[src/verilog/hsc_params.svh]
`ifndef HSC_PARAMS_SVH
`define HSC_PARAMS_SVH

// register indices, byte address is four times the index
`define HSC_IDX_W           10
`define HSC_IDX_TRACK_CNT   10'h14F
`define HSC_IDX_SW_CTRL     10'h150
`define HSC_IDX_EXIT_HI     10'h151
`define HSC_IDX_EXIT_LO     10'h152
`define HSC_IDX_STATUS      10'h1A0
`define HSC_IDX_MODE        10'h1A1

// reset values
`define HSC_RST_TRACK_CNT   8'h7F
`define HSC_RST_SW_CTRL     8'h00
`define HSC_RST_EXIT_HI     6'h02
`define HSC_RST_EXIT_LO     8'h00
`define HSC_RST_MODE        5'h00

// switch control bit positions
`define HSC_B_FORCE         6
`define HSC_B_EXIT_MODE     5
`define HSC_B_LOCK_LOSS     4
`define HSC_B_EXT_LOSS      3
`define HSC_B_TUNE_DET      2
`define HSC_B_PUMP_FLOAT    1
`define HSC_B_HOLD_EN       0

// own mode register fields
`define HSC_B_MANUAL        0
`define HSC_F_CHOICE        2:1
`define HSC_F_MULT          4:3

// tracking multiplier shifts: 4, 64, 1024, 16384
`define HSC_MULT_SH0        5'h02
`define HSC_MULT_SH1        5'h06
`define HSC_MULT_SH2        5'h0A
`define HSC_MULT_SH3        5'h0E

// switch interval
`define HSC_CLK_PERIOD_NS   40
`define HSC_SWITCH_TIME_NS  160
`define HSC_SWITCH_CYC      ((`HSC_SWITCH_TIME_NS + `HSC_CLK_PERIOD_NS - 1) / `HSC_CLK_PERIOD_NS)

`endif

[src/verilog/hsc_pkg.sv]
package hsc_pkg;
    typedef enum logic [1:0] {
        HSC_ST_LOCKED = 2'b00,
        HSC_ST_SWITCH = 2'b01,
        HSC_ST_HOLD   = 2'b10,
        HSC_ST_EXIT   = 2'b11
    } hsc_state_t;

    typedef enum logic [1:0] {
        HSC_IN_A = 2'b00,
        HSC_IN_B = 2'b01,
        HSC_IN_C = 2'b10
    } hsc_input_t;
endpackage : hsc_pkg

[src/verilog/hsc_cfg_if.sv]
`timescale 1ns/1ps
`default_nettype none
interface hsc_cfg_if;
    logic [7:0]  track_cnt;
    logic [1:0]  track_mult;
    logic [7:0]  sw_ctrl;
    logic [13:0] exit_cnt;
    logic        manual_mode;
    logic [1:0]  manual_choice;
    logic        ctrl_wr;
    logic [7:0]  status;

    modport regs (
        output track_cnt,
        output track_mult,
        output sw_ctrl,
        output exit_cnt,
        output manual_mode,
        output manual_choice,
        output ctrl_wr,
        input  status
    );
    modport core (
        input  track_cnt,
        input  track_mult,
        input  sw_ctrl,
        input  exit_cnt,
        input  manual_mode,
        input  manual_choice,
        input  ctrl_wr,
        output status
    );
endinterface : hsc_cfg_if
`default_nettype wire

[src/verilog/hsc_regs.sv]
`timescale 1ns/1ps
`default_nettype none
`include "hsc_params.svh"
module hsc_regs (
    input  wire logic        clk,
    input  wire logic        rst_n,
    input  wire logic        ce,
    input  wire logic        cyc,
    input  wire logic        stb,
    input  wire logic        we,
    input  wire logic [11:0] adr,
    input  wire logic [31:0] dat_i,
    input  wire logic [3:0]  sel,
    output logic      [31:0] dat_o,
    output logic             ack,
    hsc_cfg_if.regs          cfg
);
    import hsc_pkg::*;

    logic [7:0]  track_ff, nxt_track;
    logic [7:0]  ctrl_ff, nxt_ctrl;
    logic [5:0]  hi_ff, nxt_hi;
    logic [7:0]  lo_ff, nxt_lo;
    logic [4:0]  mode_ff, nxt_mode;
    logic        ack_ff, nxt_ack;
    logic [31:0] dat_ff, nxt_dat;
    logic        wr_ff, nxt_wr;
    logic [`HSC_IDX_W-1:0] idx;
    logic        take;
    logic        wr;

    assign idx = adr[11:2];

    always_comb begin
        take      = cyc & stb & ~ack_ff;
        wr        = take & we & sel[0];
        nxt_ack   = take;
        nxt_track = track_ff;
        nxt_ctrl  = ctrl_ff;
        nxt_hi    = hi_ff;
        nxt_lo    = lo_ff;
        nxt_mode  = mode_ff;
        nxt_wr    = 1'b0;
        nxt_dat   = 32'h0000_0000;
        if (wr) begin
            unique case (idx)
                `HSC_IDX_TRACK_CNT: nxt_track = dat_i[7:0];
                `HSC_IDX_SW_CTRL: begin
                    nxt_ctrl = {1'b0, dat_i[6:0]};
                    nxt_wr   = 1'b1;
                end
                `HSC_IDX_EXIT_HI:   nxt_hi   = dat_i[5:0];
                `HSC_IDX_EXIT_LO:   nxt_lo   = dat_i[7:0];
                `HSC_IDX_MODE:      nxt_mode = dat_i[4:0];
                default:            nxt_wr   = 1'b0;
            endcase
        end
        if (take && !we) begin
            unique case (idx)
                `HSC_IDX_TRACK_CNT: nxt_dat = {24'h00_0000, track_ff};
                `HSC_IDX_SW_CTRL:   nxt_dat = {24'h00_0000, ctrl_ff};
                `HSC_IDX_EXIT_HI:   nxt_dat = {26'h000_0000, hi_ff};
                `HSC_IDX_EXIT_LO:   nxt_dat = {24'h00_0000, lo_ff};
                `HSC_IDX_STATUS:    nxt_dat = {24'h00_0000, cfg.status};
                `HSC_IDX_MODE:      nxt_dat = {27'h000_0000, mode_ff};
                default:            nxt_dat = 32'h0000_0000;
            endcase
        end
    end

    always_ff @(posedge clk or negedge rst_n) begin
        if (!rst_n) begin
            track_ff <= `HSC_RST_TRACK_CNT;
            ctrl_ff  <= `HSC_RST_SW_CTRL;
            hi_ff    <= `HSC_RST_EXIT_HI;
            lo_ff    <= `HSC_RST_EXIT_LO;
            mode_ff  <= `HSC_RST_MODE;
            ack_ff   <= 1'b0;
            dat_ff   <= 32'h0000_0000;
            wr_ff    <= 1'b0;
        end else if (ce) begin
            track_ff <= nxt_track;
            ctrl_ff  <= nxt_ctrl;
            hi_ff    <= nxt_hi;
            lo_ff    <= nxt_lo;
            mode_ff  <= nxt_mode;
            ack_ff   <= nxt_ack;
            dat_ff   <= nxt_dat;
            wr_ff    <= nxt_wr;
        end
    end

    assign ack               = ack_ff;
    assign dat_o             = dat_ff;
    assign cfg.track_cnt     = track_ff;
    assign cfg.track_mult    = mode_ff[`HSC_F_MULT];
    assign cfg.sw_ctrl       = ctrl_ff;
    assign cfg.exit_cnt      = {hi_ff, lo_ff};
    assign cfg.manual_mode   = mode_ff[`HSC_B_MANUAL];
    assign cfg.manual_choice = mode_ff[`HSC_F_CHOICE];
    assign cfg.ctrl_wr       = wr_ff;
endmodule : hsc_regs
`default_nettype wire

[src/verilog/hsc_top.sv]
// Behaviour
// - in tracked mode, DAC update period is multiplier times 8-bit tracking count.
// - multiplier codes 0..3 give 4, 64, 1024, 16384.
// - manual mode with force bit 6 locks only onto the manual input choice.
// - force bit set disables dynamic digital delay.
// - exit mode bit 5 clear: begin holdover exit when loss status shows input active.
// - exit mode bit 5 set: begin holdover exit on digital lock flag.
// - bit 4 set: lock flag falling edge is a switch event; clear: none.
// - bit 3 set: loss status comes from the three pins, not internal detectors.
// - bit 2 set and tune trip: mark current input invalid; raise switch event only in the locked state.
// - bit 1 set: charge pump floats while an input switch lasts.
// - holdover is entered only while bit 0 is set.
// - exit holdover after valid compare clocks reach the 14-bit exit lock count.
// - tune detection enters holdover when tune voltage reaches the low or the high trip level.
//
// Added by the designer: the Wishbone interface to the registers.
`timescale 1ns/1ps
`default_nettype none
`include "hsc_params.svh"
module hsc_top (
    input  wire logic                MCLK,
    input  wire logic                RESETN,
    input  wire logic                CE,
    input  wire logic                WB_CYC_I,
    input  wire logic                WB_STB_I,
    input  wire logic                WB_WE_I,
    input  wire logic [11:0]         WB_ADR_I,
    input  wire logic [31:0]         WB_DAT_I,
    input  wire logic [3:0]          WB_SEL_I,
    output logic      [31:0]         WB_DAT_O,
    output logic                     WB_ACK_O,
    input  wire logic                DIGITAL_LOCK_FLAG,
    input  wire logic                COMPARE_CLK_VALID,
    input  wire logic [2:0]          INT_SIGNAL_LOSS,
    input  wire logic                SELECT_PIN_ZERO,
    input  wire logic                SELECT_PIN_ONE,
    input  wire logic                STATUS_PIN_ONE,
    input  wire logic                TUNE_LOW_TRIP,
    input  wire logic                TUNE_HIGH_TRIP,
    output hsc_pkg::hsc_input_t      REF_SELECT,
    output logic                     HOLDOVER_ACTIVE,
    output logic                     PUMP_FLOAT,
    output logic                     DYN_DELAY_OFF,
    output logic                     SWITCH_EVENT,
    output logic                     DAC_TRACK_TICK
);
    import hsc_pkg::*;

    hsc_cfg_if cfg ();

    hsc_regs u_regs (
        .clk   (MCLK),
        .rst_n (RESETN),
        .ce    (CE),
        .cyc   (WB_CYC_I),
        .stb   (WB_STB_I),
        .we    (WB_WE_I),
        .adr   (WB_ADR_I),
        .dat_i (WB_DAT_I),
        .sel   (WB_SEL_I),
        .dat_o (WB_DAT_O),
        .ack   (WB_ACK_O),
        .cfg   (cfg)
    );

    // pin synchronisers
    logic [4:0] meta_ff, nxt_meta;
    logic [4:0] pin_ff, nxt_pin;

    always_comb begin
        nxt_meta = {TUNE_HIGH_TRIP, TUNE_LOW_TRIP, STATUS_PIN_ONE, SELECT_PIN_ONE,
                    SELECT_PIN_ZERO};
        nxt_pin  = meta_ff;
    end

    always_ff @(posedge MCLK or negedge RESETN) begin
        if (!RESETN) begin
            meta_ff <= 5'h00;
            pin_ff  <= 5'h00;
        end else if (CE) begin
            meta_ff <= nxt_meta;
            pin_ff  <= nxt_pin;
        end
    end

    // control state
    hsc_state_t  state_ff, nxt_state;
    hsc_input_t  sel_ff, nxt_sel;
    logic [2:0]  invalid_ff, nxt_invalid;
    logic        lock_d_ff, nxt_lock_d;
    logic [2:0]  sw_cnt_ff, nxt_sw_cnt;
    logic [13:0] exit_ff, nxt_exit;
    logic [21:0] track_ff, nxt_track;
    logic        hold_ff, nxt_hold;
    logic        float_ff, nxt_float;
    logic        ddly_ff, nxt_ddly;
    logic        event_ff, nxt_event;
    logic        tick_ff, nxt_tick;
    logic [7:0]  status_ff, nxt_status;

    logic [2:0]  loss_src;
    logic [2:0]  valid;
    logic        forced;
    logic        cur_valid;
    logic        lock_ev;
    logic        tune_ev;
    logic        exit_ok;
    logic        cand_ok;
    hsc_input_t  cand;
    hsc_input_t  cand1;
    hsc_input_t  cand2;
    logic [4:0]  shift;
    logic [21:0] period;

    always_comb begin
        // loss source selection
        loss_src  = cfg.sw_ctrl[`HSC_B_EXT_LOSS] ? pin_ff[2:0] : INT_SIGNAL_LOSS;
        valid     = ~loss_src & ~invalid_ff;
        forced    = cfg.manual_mode & cfg.sw_ctrl[`HSC_B_FORCE];
        cur_valid = valid[sel_ff];
        lock_ev   = cfg.sw_ctrl[`HSC_B_LOCK_LOSS] & lock_d_ff & ~DIGITAL_LOCK_FLAG;
        tune_ev   = cfg.sw_ctrl[`HSC_B_TUNE_DET] & (pin_ff[3] | pin_ff[4]);
        exit_ok   = cfg.sw_ctrl[`HSC_B_EXIT_MODE] ? DIGITAL_LOCK_FLAG : cur_valid;

        // next input in rotation
        unique case (sel_ff)
            HSC_IN_A: begin
                cand1 = HSC_IN_B;
                cand2 = HSC_IN_C;
            end
            HSC_IN_B: begin
                cand1 = HSC_IN_C;
                cand2 = HSC_IN_A;
            end
            default: begin
                cand1 = HSC_IN_A;
                cand2 = HSC_IN_B;
            end
        endcase
        if (forced) begin
            cand    = hsc_input_t'(cfg.manual_choice);
            cand_ok = 1'b1;
        end else if (valid[cand1]) begin
            cand    = cand1;
            cand_ok = 1'b1;
        end else begin
            cand    = cand2;
            cand_ok = valid[cand2];
        end

        // tracking period
        unique case (cfg.track_mult)
            2'h0: shift = `HSC_MULT_SH0;
            2'h1: shift = `HSC_MULT_SH1;
            2'h2: shift = `HSC_MULT_SH2;
            2'h3: shift = `HSC_MULT_SH3;
        endcase
        period = {14'h0000, cfg.track_cnt} << shift;
    end

    always_comb begin
        nxt_state   = state_ff;
        nxt_sel     = sel_ff;
        nxt_invalid = cfg.ctrl_wr ? 3'h0 : invalid_ff;
        nxt_lock_d  = DIGITAL_LOCK_FLAG;
        nxt_sw_cnt  = sw_cnt_ff;
        nxt_exit    = exit_ff;
        nxt_track   = 22'h00_0000;
        nxt_event   = 1'b0;
        nxt_tick    = 1'b0;
        unique case (state_ff)
            HSC_ST_LOCKED: begin
                if (lock_ev || tune_ev || !cur_valid) begin
                    nxt_event = 1'b1;
                    if (tune_ev) begin
                        nxt_invalid[sel_ff] = 1'b1;
                    end
                    if (cfg.sw_ctrl[`HSC_B_HOLD_EN]) begin
                        nxt_state = HSC_ST_HOLD;
                    end else if (cand_ok) begin
                        nxt_state  = HSC_ST_SWITCH;
                        nxt_sel    = cand;
                        nxt_sw_cnt = 3'(`HSC_SWITCH_CYC);
                    end
                end else if (forced && sel_ff != cand) begin
                    nxt_state  = HSC_ST_SWITCH;
                    nxt_sel    = cand;
                    nxt_sw_cnt = 3'(`HSC_SWITCH_CYC);
                end else if (period != 22'h00_0000) begin
                    nxt_track = track_ff + 22'h00_0001;
                    if (nxt_track >= period) begin
                        nxt_track = 22'h00_0000;
                        nxt_tick  = 1'b1;
                    end
                end
            end
            HSC_ST_SWITCH: begin
                nxt_sw_cnt = sw_cnt_ff - 3'h1;
                if (sw_cnt_ff <= 3'h1) begin
                    nxt_state = HSC_ST_LOCKED;
                end
            end
            HSC_ST_HOLD: begin
                nxt_exit = 14'h0000;
                if (!cfg.sw_ctrl[`HSC_B_HOLD_EN]) begin
                    nxt_state = HSC_ST_LOCKED;
                end else if (!cur_valid && !forced && cand_ok) begin
                    nxt_sel = cand;
                end else if (exit_ok) begin
                    nxt_state = HSC_ST_EXIT;
                end
            end
            HSC_ST_EXIT: begin
                if (!exit_ok) begin
                    nxt_state = HSC_ST_HOLD;
                    nxt_exit  = 14'h0000;
                end else if (exit_ff >= cfg.exit_cnt) begin
                    nxt_state = HSC_ST_LOCKED;
                end else if (COMPARE_CLK_VALID) begin
                    nxt_exit = exit_ff + 14'h0001;
                end
            end
        endcase
        if (tune_ev && state_ff != HSC_ST_LOCKED) begin
            nxt_invalid[sel_ff] = 1'b1;
        end
        nxt_hold   = (nxt_state == HSC_ST_HOLD) || (nxt_state == HSC_ST_EXIT);
        nxt_float  = (nxt_state == HSC_ST_SWITCH) & cfg.sw_ctrl[`HSC_B_PUMP_FLOAT];
        nxt_ddly   = cfg.sw_ctrl[`HSC_B_FORCE];
        nxt_status = {nxt_invalid, nxt_state == HSC_ST_SWITCH, nxt_state == HSC_ST_EXIT,
                      nxt_hold, nxt_sel};
    end

    always_ff @(posedge MCLK or negedge RESETN) begin
        if (!RESETN) begin
            state_ff   <= HSC_ST_LOCKED;
            sel_ff     <= HSC_IN_A;
            invalid_ff <= 3'h0;
            lock_d_ff  <= 1'b0;
            sw_cnt_ff  <= 3'h0;
            exit_ff    <= 14'h0000;
            track_ff   <= 22'h00_0000;
            hold_ff    <= 1'b0;
            float_ff   <= 1'b0;
            ddly_ff    <= 1'b0;
            event_ff   <= 1'b0;
            tick_ff    <= 1'b0;
            status_ff  <= 8'h00;
        end else if (CE) begin
            state_ff   <= nxt_state;
            sel_ff     <= nxt_sel;
            invalid_ff <= nxt_invalid;
            lock_d_ff  <= nxt_lock_d;
            sw_cnt_ff  <= nxt_sw_cnt;
            exit_ff    <= nxt_exit;
            track_ff   <= nxt_track;
            hold_ff    <= nxt_hold;
            float_ff   <= nxt_float;
            ddly_ff    <= nxt_ddly;
            event_ff   <= nxt_event;
            tick_ff    <= nxt_tick;
            status_ff  <= nxt_status;
        end
    end

    assign cfg.status      = status_ff;
    assign REF_SELECT      = sel_ff;
    assign HOLDOVER_ACTIVE = hold_ff;
    assign PUMP_FLOAT      = float_ff;
    assign DYN_DELAY_OFF   = ddly_ff;
    assign SWITCH_EVENT    = event_ff;
    assign DAC_TRACK_TICK  = tick_ff;
endmodule : hsc_top
`default_nettype wire

[config.mk]
export PLATFORM = sky130hd
export DESIGN_NAME = hsc_top
export DESIGN_NICKNAME = d
export VERILOG_FILES = /design/src/verilog/hsc_pkg.sv /design/src/verilog/hsc_cfg_if.sv /design/src/verilog/hsc_regs.sv /design/src/verilog/hsc_top.sv
export VERILOG_INCLUDE_DIRS = /design/src /design/src/verilog
export SDC_FILE = /design/constraint.sdc
export NUM_CORES = 1
export LEC_CHECK = 0
export ABC_AREA = 1
export BUFFER_PORTS_ARGS = -buffer_cell sky130_fd_sc_hd__buf_2
export CAP_MARGIN = 20
export CORE_UTILIZATION = 40
export CTS_BUF_LIST = sky130_fd_sc_hd__clkbuf_4
export CTS_CLUSTER_DIAMETER = 80
export DETAILED_ROUTE_END_ITERATION = 12
export HOLD_SLACK_MARGIN = 0.12
export SYNTH_ARGS = -nofsm -noshare
export SYNTH_HDL_FRONTEND = slang
export SYNTH_SLANG_ARGS = --single-unit
[constraint.sdc]
create_clock -name MCLK -period 3.95 [get_ports MCLK]
set_input_delay 0.395 -clock MCLK [delete_from_list [all_inputs] [get_ports MCLK]]
set_output_delay 0.395 -clock MCLK [all_outputs]
set_load 0.02 [all_outputs]
==> metrics.csv, run 1 <==
stage,metric,value,unit
logic_synthesis,synth-simple-area-share,26.69,%
timing,fin_crit,3.491,ns
layout,nets,1117,
placement,dpl_worst_slack,0.3365,ns
clock_tree,cts_made_buffers,9,
layout,seq_area,2714,um2
critical_path,cp.arrival,3.94,ns
logic_synthesis,synth_cell_types,50,
drt,drt_wl_total,18180,um
grt,grt_antenna_before_repair,2,
floorplan,pin_count,104,
drt,drtIter0Drc,358,
clock_tree,cts_setup_buffers,0,
timing,worst_pin_slew,0.8162,ns
logic_synthesis,synth_enable_flop_cells,0,
placement,hpwl,13700,um
timing,rsz0062_at_grt,no,
floorplan,die_area,18490,um2
floorplan,fp-row-count,48,
logic_synthesis,syn_area,7181,um2
logic_synthesis,syn-instance-count,965,
timing,final-max-slew-violation-count,0,
critical_path,cpPeakStageDelay,0.44,ns
floorplan,die_height,136.0,um
layout,area_growth,8.399,%
clock_tree,clk_path_buf_depth,2,
power,static-leakage-power,0.003913,uW
drt,drc,0,
drt,via_count,6155,
power,ir_drop,0.2017,mV
placement,gp_congestion,0.8917,
critical_path,path_class,flip-flop to flip-flop,
grt,grt_usage,20.80,%
clock_tree,cts-root-buf,clkbuf_4,
floorplan,die_w,136.0,um
logic_synthesis,ys_seq_area_share,37.78,%
critical_path,crit_path_start_kind,flip-flop,
critical_path,end_kind,flip-flop,
placement,io_buffer_count,50,
layout,layout_commonest_cell,nand2_1,
timing,setup_violations,0,
timing,skew,0.04201,ns
run_status,outcome,"complete, no violations",
timing,period_share,88.39,%
power,powerDensity,352.8,nW/um2
timing,relSlewSlack,45.09,%
critical_path,cp.required,4.40,ns
clock_tree,htree_levels,3,
logic_synthesis,yosysWarnings,0,
clock_tree,cts_tree,done,
critical_path,critPathMaxFanout,17,
timing,tns,0,ns
drt,ant_nets,0,
timing,fmax,286.4,MHz
grt,grt_pass1_wl,29370,um
floorplan,coreArea,17420,um2
timing,final_hold_viol_count,0,
timing,fin_ws,0.4586,ns
logic_synthesis,synth_xor_area_share,2.788,%
power,total_power,2746,uW
logic_synthesis,synth.avg_cell_area,7.441,um2
clock_tree,clk_pin_slew,0.17,ns
logic_synthesis,ys_ff_latch,108,
layout,design_area,7784,um2
logic_synthesis,async_flop_share,100.0,%
critical_path,path_cells,"nand3_1, nor3_2, nand3_2, nor3_4, nand2_2, nor2_2, nand3_2, nor2_2, xor2_2, inv_1, ha_1, a21oi_1, o21ai_0, a21oi_1, nand2_1, a41oi_1, buf_4, nand3_4, buf_12, a21boi_2",
run,drv_cap,0,
layout,fillCellCount,1829,
logic_synthesis,synth_compound_area_share,14.18,%
critical_path,slowest_stage,dfrtp_2,
clock_tree,cts.sink_count,108,
drt,wl_per_cell,14.59,um
drt,drtPass1Iterations,5,
logic_synthesis,synth_ff_type,dfrtp_1,
logic_synthesis,synthMuxAreaShare,0,%
layout,multiInputGateArea,3724,um2
grt,grt_pass1_vias,5635,
layout,drive_above_1_share,14.03,%
layout,final_cell_mix,"287 x nand2_1, 126 x inv_1, 99 x dfrtp_1, 68 x o21ai_0, 58 x nor2_1",
grt,overflow,0,
floorplan,initial_core_util,41.23,%
logic_synthesis,synth_top_family_by_area,simple AND/OR/NAND/NOR gates,
placement,placed_area,7551,um2
logic_synthesis,synthAdderAreaFrac,6.796,%
min_path,hp-class,primary input to flip-flop,
clock_tree,clock_latency,0.52,ns
drt,via_per_inst,4.940,
grt,grt_max_degree,62,
registers in the layout, indices dropped and copies added, names as in the netlist, 6 cells and up, named ones only:
name                  flops
exit_ff                  14
track_ff                 22
u_regs.cfg.sw_ctrl        7
u_regs.cfg.track_cnt      8
u_regs.dat_o              8
u_regs.hi_ff              6
u_regs.lo_ff              8
final cells by class:
cell class                      count  share of cell area, %
Antenna cell                        2                0.06430
Inverter                          138                  6.783
Sequential cell                   108                  34.87
Clock inverter                      6                 0.9163
Clock buffer                       10                 0.9645
Timing Repair Buffer               62                  4.951
Tap cell                          225                  3.617
Multi-Input combinational cell    695                  47.84
logic make-up (layout without fill, tap and decap cells):
group                      Yosys count  count (layout)
buffers and inverters              185             216
adders and majority gates           39              39
other                                1              26
xor gates and xnor gates            22              22
DFF                                108             108
AOI/OAI and AO/OA                  166             166
and+or+nand+nor                    444             444
metrics by stage:
step           hold WS [ns]  utilization, %  instances
3_3_place_gp         0.4594           43.35       1221
6_report             0.1518           44.69       1246
4_1_cts              0.1210           44.60       1244
3_5_place_dp         0.4620           43.35       1221
5_1_grt              0.1480           44.69       1246
2_1_floorplan       0.09941               -        988
per-layer routing:
| metal | routed length (um) | share of wire [%] | vias up | global-route usage (%) |
|---|---|---|---|---|
| li1 | - | - | 3170 | - |
| met1 | 8760 | 48 | 2830 | 28.60 |
| met2 | 8388 | 46 | 132 | 33.53 |
| met3 | 642 | 3.5 | 23 | 2.834 |
| met4 | 383 | 2.1 | 0 | 6.975 |
| met5 | 0 | 0 | - | 0 |
timing repair:
item,in CTS,in global routing
hold buffers,7,0
endpoints found under the setup margin,0,17
gates resized for setup,0,3
hold endpoints to repair,53,0
cells in the mapped netlist, types with 11 or more instances:
master	count	area (um2)
a21oi_1	31	155.2
nor2_1	59	221.5
o21ai_0	68	340.3
inv_1	126	473.0
o21ai_2	28	245.2
dfrtp_1	100	2502
o22ai_1	13	81.33
ha_1	39	488.0
xor2_1	16	140.1
nand2_1	287	1077
nand4_1	15	93.84
nor3_1	16	80.08
buf_4	27	202.7
nand3_1	42	210.2
clkbuf_1	11	41.29
worst max-delay path, delay by kind of cell, from the launching register on:
kind            cells  cell delay (ns)
xor+xnor            1             0.18
compound gates      5             0.65
flops               1             0.44
simple gates       10             1.38
buf+inv             3             0.46
fa+ha+maj           1             0.31
final timing paths:
path / start / to / slack [ns] / depth (start not counted)
setup reg to reg: track_ff[0]$_DFFE_PN0P_ / track_ff[0]$_DFFE_PN0P_ / 0.46 / 20
setup / recovery: track_ff[0]$_DFFE_PN0P_ / track_ff[0]$_DFFE_PN0P_ / 0.46 / 20
max in group asynchronous: RESETN / u_regs.cfg.track_cnt[5]$_DFFE_PN1P_ / 2.72 / 3
min in group asynchronous: RESETN / track_ff[9]$_DFFE_PN0P_ / 0.43 / 2
hold reg to reg: meta_ff[0]$_DFFE_PN0P_ / meta_ff[0]$_DFFE_PN0P_ / 0.50 / 2
hold / removal: WB_DAT_I[7] / u_regs.lo_ff[7]$_DFFE_PN0P_ / 0.15 / 3
report_power, final:
part	switching (uW)	leakage, uW	internal [uW]
clock	412	0.0000793	208
combinational	561	0.00242	282
sequential	98.8	0.00142	1190
Note: power is estimated with default switching activity, not from simulation.
==> inputs of run 2 (changes only) <==
CTS_BUF_LIST = sky130_fd_sc_hd__clkbuf_4 sky130_fd_sc_hd__clkbuf_8 sky130_fd_sc_hd__clkbuf_16   (was sky130_fd_sc_hd__clkbuf_4)
==> run 2 against run 1 <==
Against the previous run: die area did not move; utilization grew 0.52 points; via count about the same; non-clock buffer count is 6 lower; maximum frequency is 0.58% lower; final cell count is 0.64% lower; clock-buffer cell count did not move; sequential cell count unchanged; sequential share of layout area shrank 0.42 points; first-iteration DRC count increased by 10%; combinational power hardly changed; critical endpoint unchanged; largest power group unchanged.
==> metrics.csv, run 2 (synthesis gave the netlist of run 1 again) <==
stage,metric,value,unit
power,intPower,1970,uW
drt,via_per_inst,4.971,
drt,drtIter0Drc,395,
layout,area_growth,9.671,%
power,seqPwrFrac,41.5,%
run_status,outcome,"complete, no violations",
critical_path,end_kind,flip-flop,
grt,grt_pass1_vias,5648,
power,powerDensity,392.4,nW/um2
clock_tree,htree_levels,3,
layout,n_antenna_cell,0,
floorplan,fp-row-count,48,
placement,dpl_worst_slack,0.3365,ns
power,ir_drop,0.2266,mV
layout,drive_above_1_share,14.02,%
timing,fin_crit,3.512,ns
clock_tree,cts-root-buf,clkbuf_16,
critical_path,critPathMaxFanout,17,
critical_path,cpPeakStageDelay,0.42,ns
layout,regMostFlops,track_ff,
placement,placed_area,7551,um2
layout,final_cell_mix,"287 x nand2_1, 126 x inv_1, 100 x dfrtp_1, 68 x o21ai_0, 58 x nor2_1",
floorplan,die_area,18490,um2
timing,skew,0.02229,ns
critical_path,path_cells,"nand3_1, nor3_2, nand3_2, nor3_4, nand2_2, nor2_2, nand3_2, nor2_2, xor2_2, inv_1, ha_1, a21oi_1, o21ai_0, a21oi_1, nand2_1, a41oi_1, buf_4, nand3_4, buf_12, a21boi_2",
clock_tree,clk_pin_slew,0.08,ns
floorplan,die_w,136.0,um
min_path,hp-class,primary input to flip-flop,
critical_path,path_class,flip-flop to flip-flop,
floorplan,pin_count,104,
run,drv_cap,0,
timing,period_share,88.90,%
power,clockPowerShare,31.3,%
power,switchingPower,1120,uW
power,swShare,36.24,%
drt,drc,0,
floorplan,coreArea,17420,um2
critical_path,slowest_stage,dfrtp_1,
drt,drt_wl_total,18180,um
placement,gp_congestion,0.8917,
timing,fmax,284.8,MHz
layout,design_area,7875,um2
timing,tns,0,ns
power,static-leakage-power,0.003959,uW
drt,drtPass1Iterations,5,
placement,hpwl,13700,um
timing,final-max-slew-violation-count,0,
power,p_comb_share,27.2,%
timing,rsz0062_at_grt,no,
critical_path,crit_path_start_kind,flip-flop,
grt,grt_pass1_wl,29460,um
layout,stdcell_count,1238,
critical_path,cp.required,4.25,ns
layout,largest_reg_flops,22,
timing,fin_ws,0.4384,ns
clock_tree,cts_made_buffers,9,
layout,reg_top3,"track_ff: 22 flops, exit_ff: 14 flops",
grt,overflow,0,
grt,grt_usage,20.95,%
drt,wl_per_cell,14.69,um
timing,final_hold_viol_count,0,
floorplan,initial_core_util,41.23,%
layout,layout_commonest_cell,nand2_1,
floorplan,die_height,136.0,um
layout,nets,1111,
clock_tree,clk_path_buf_depth,2,
timing,worst_pin_slew,0.7997,ns
placement,io_buffer_count,50,
min_path,hold_path_depth,3,
clock_tree,clock_latency,0.38,ns
drt,ant_nets,0,
critical_path,ff2ff_path_depth,20,
critical_path,cp.arrival,3.82,ns
placement,dpl.cell_count,1221,
drt,via_count,6154,
grt,grt_max_degree,62,
grt,grt_antenna_before_repair,0,
timing,setup_violations,0,
clock_tree,cts.sink_count,108,
timing,relSlewSlack,46.19,%
clock_tree,cts_setup_buffers,0,
clock_tree,cts_tree,done,
[run 2: routing by layer]
| layer | share of wire (%) | global-route usage (%) |
|---|---|---|
| met5 | 0 | 0 |
| met4 | 2.0 | 6.235 |
| met3 | 4.2 | 3.505 |
| met2 | 46 | 33.79 |
| met1 | 48 | 28.67 |
[run 2: worst paths after layout]
| path | startpoint | end | slack (ns) |
|---|---|---|---|
| setup / recovery | track_ff[0]$_DFFE_PN0P_ | track_ff[0]$_DFFE_PN0P_ | 0.44 |
| hold / removal | TUNE_HIGH_TRIP | meta_ff[4]$_DFFE_PN0P_ | 0.22 |
| setup reg to reg | track_ff[0]$_DFFE_PN0P_ | track_ff[0]$_DFFE_PN0P_ | 0.44 |
| hold reg to reg | meta_ff[0]$_DFFE_PN0P_ | meta_ff[0]$_DFFE_PN0P_ | 0.47 |
| max in group asynchronous | RESETN | u_regs.cfg.track_cnt[5]$_DFFE_PN1P_ | 2.57 |
| min in group asynchronous | RESETN | track_ff[9]$_DFFE_PN0P_ | 0.59 |
[run 2: layout make-up]
type                            count  area (um2)
Sequential cell                   108        2713
Multi-Input combinational cell    695        3724
Timing Repair Buffer               56       325.3
Tap cell                          225       281.5
Clock buffer                       10       232.7
Inverter                          138       528.0
Fill cell                        1814        9542
Clock inverter                      6       71.32
[run 2: what timing repair did]
item / 4_1_cts / 5_1_grt
gates resized for setup: 0 / 2
endpoints found under the hold margin: 47 / 0
hold buffers: 1 / 0
setup endpoints to repair: 0 / 17
[run 2: metrics by stage]
stage	util [%]	power [uW]	hold WS, ns
after global placement	43.35	2127	0.4594
after global routing	45.22	3289	0.2317
after CTS	45.16	3109	0.2179
after detailed placement	43.35	2137	0.4620
final	45.22	3090	0.2225
after floorplan	-	1952	0.09941
[run 2: power groups by stage]
stage | clock network (uW) | registers, uW | logic [uW]
2_1_floorplan | 0 | 1270 | 683
3_3_place_gp | 0 | 1300 | 824
3_5_place_dp | 0 | 1300 | 836
4_1_cts | 983 | 1280 | 844
5_1_grt | 1020 | 1300 | 970
6_report | 968 | 1280 | 840
[run 2: worst max-delay path: cells and delay by family, from the launching register on]
kind	cells	cell delay, ns
AOI/OAI and AO/OA	5	0.64
adders and majority gates	1	0.31
xor gates and xnor gates	1	0.18
DFF	1	0.42
and+or+nand+nor	10	1.41
buffers and inverters	3	0.46
==> inputs of run 3 (changes only) <==
ABC_CLOCK_PERIOD_IN_PS = 3950   (was not set)
SYNTH_HIERARCHICAL = 1   (was not set)
==> run 3 against run 2 <==
Against the previous run: the run now ends with DRC left; non-clock buffer count shrank 3; clock-buffer cell count shrank 1; final cell count up 4.4%; via count up 7.1%; hold slack got worse by 0.15 ns; sequential power hardly changed; wire length up 5.9%; first-iteration DRC count grew 27%; register-to-register slack better by 0.08 ns; combinational power fell by 9.5%; critical path type unchanged; largest cell class unchanged; largest power group unchanged.
==> metrics.csv, run 3 <==
stage,metric,value,unit
run_status,outcome,"complete, but fails checks",
run_status,violations,DRC,
clock_tree,cts.sink_count,108,
layout,layout_commonest_cell,nand2_1,
grt,grt_max_degree,109,
grt,grt_usage,21.10,%
drt,drtIter0Drc,502,
grt,grt_pass1_wl,32180,um
logic_synthesis,yosysWarnings,6,
grt,overflow,0,
grt,grt_antenna_before_repair,0,
timing,final_hold_viol_count,0,
logic_synthesis,syn-instance-count,1024,
drt,drt_wl_total,19250,um
critical_path,regToRegSetupSlack,0.51,ns
layout,reg_top3,"track_ff: 22 flops, exit_ff: 14 flops",
layout,area_growth,7.907,%
drt,drc,2,
timing,skew,0.01718,ns
timing,rsz0062_at_grt,no,
power,p_comb_share,25.4,%
drt,via_count,6594,
power,ir_drop,0.2308,mV
logic_synthesis,syn_area,7501,um2
placement,io_buffer_count,50,
critical_path,r2r_start,track_ff[0]$_DFFE_PN0P_,
power,switchingPower,1121,uW
timing,period_share,87.00,%
layout,design_area,8094,um2
critical_path,critPathMaxFanout,17,
critical_path,path_class,flip-flop to flip-flop,
floorplan,fp-row-count,49,
layout,n_antenna_cell,0,
clock_tree,clk_pin_slew,0.08,ns
timing,fmax,291.0,MHz
power,total_power,2987,uW
layout,fin_util,44.60,%
floorplan,pin_count,104,
critical_path,ff2ff_path_depth,18,
timing,fin_crit,3.436,ns
placement,hpwl,14450,um
critical_path,cp.required,4.19,ns
floorplan,die_w,138.9,um
power,intPower,1866,uW
run,drv_cap,0,
power,clockPowerShare,31.2,%
layout,final_cell_mix,"305 x nand2_1, 123 x inv_1, 100 x dfrtp_1, 70 x nor2_1, 67 x nand3_1",
timing,final-max-slew-violation-count,0,
timing,relSlewSlack,27.09,%
clock_tree,htree_levels,3,
floorplan,die_height,138.9,um
clock_tree,cts_setup_buffers,0,
floorplan,initial_core_util,41.33,%
timing,tns,0,ns
power,seqPwrFrac,43.3,%
layout,drive_above_1_share,13.55,%
drt,drtPass1Iterations,11,
layout,largest_reg_flops,22,
power,static-leakage-power,0.004199,uW
placement,placed_area,7801,um2
power,swShare,37.52,%
timing,worst_pin_slew,1.086,ns
critical_path,crit_path_start_kind,flip-flop,
floorplan,die_area,19300,um2
power,powerDensity,369.0,nW/um2
critical_path,worstReg2RegEnd,track_ff[4]$_DFFE_PN0P_,
layout,regMostFlops,track_ff,
critical_path,cp.arrival,3.67,ns
clock_tree,cts_made_buffers,9,
clock_tree,clock_latency,0.37,ns
clock_tree,cts_tree,done,
clock_tree,hold_buffers,0,
drt,wl_per_cell,14.90,um
critical_path,end_kind,flip-flop,
grt,grt_pass1_vias,6249,
clock_tree,cts_resized,0,
drt,ant_nets,0,
timing,setup_violations,0,
placement,gp_congestion,0.8547,
min_path,hp-class,primary input to async pin,
floorplan,coreArea,18150,um2
layout,nets,1160,
clock_tree,cts-root-buf,clkbuf_16,
logic_synthesis,synth.avg_cell_area,7.325,um2
drt,via_per_inst,5.104,
clock_tree,clk_path_buf_depth,2,
## run 3: final cells by class
class	instances	area (um2)
clock buffers	9	225.2
flip-flops and latches	108	2713
well taps	229	286.5
inverters	131	491.7
fillers	1854	10050
clock inverters	7	67.56
multi-input cells	755	4023
repair buffers	53	287.8
## run 3: how the worst max path moves through the flow
stage	from	end	depth (start not counted)
after floorplan	track_ff[0]$_DFFE_PN0P_	track_ff[15]$_DFFE_PN0P_	20
after global placement	track_ff[0]$_DFFE_PN0P_	track_ff[4]$_DFFE_PN0P_	18
after detailed placement	track_ff[1]$_DFFE_PN0P_	track_ff[4]$_DFFE_PN0P_	18
after CTS	track_ff[0]$_DFFE_PN0P_	track_ff[4]$_DFFE_PN0P_	18
after global routing	track_ff[0]$_DFFE_PN0P_	track_ff[4]$_DFFE_PN0P_	18
final	track_ff[0]$_DFFE_PN0P_	track_ff[4]$_DFFE_PN0P_	18
## run 3: power by group through the flow
stage | clock, uW | sequential (uW) | combinational (uW)
2_1_floorplan | 0 | 1280 | 600
3_3_place_gp | 0 | 1310 | 749
3_5_place_dp | 0 | 1320 | 759
4_1_cts | 957 | 1300 | 763
5_1_grt | 991 | 1310 | 873
6_report | 933 | 1290 | 760
## run 3: layer usage
| metal | global-route usage [%] | routed length (um) | vias to the layer above |
|---|---|---|---|
| li1 | - | - | 3346 |
| met1 | 28.88 | 9322 | 3065 |
| met2 | 33.71 | 8831 | 152 |
| met3 | 3.660 | 602 | 31 |
| met4 | 7.076 | 493 | 0 |
| met5 | 0 | 0 | - |
## run 3: per-stage QoR
step / setup WS, ns / hold WS, ns / cells
3_5_place_dp: 0.5096 / 0.4564 / 1276
6_report: 0.5137 / 0.06950 / 1292
4_1_cts: 0.4778 / 0.1317 / 1292
2_1_floorplan: 0.9090 / 0.09941 / 1047
3_3_place_gp: 0.5851 / 0.4549 / 1276
5_1_grt: 0.1710 / 0.1495 / 1292
## run 3: worst max-delay path, stage by stage, from the launching register on
cell	delay, ns
dfrtp_1	0.43
ha_1	0.19
nand2_1	0.07
inv_1	0.10
nand2_1	0.07
inv_1	0.09
nand2_1	0.09
nor2_1	0.18
inv_1	0.10
nor4_1	0.30
xnor2_1	0.21
inv_1	0.07
ha_1	0.28
nand4_1	0.11
nor3_1	0.20
nand4_1	0.11
and3_1	0.29
nand2_4	0.27
o21ai_0	0.12
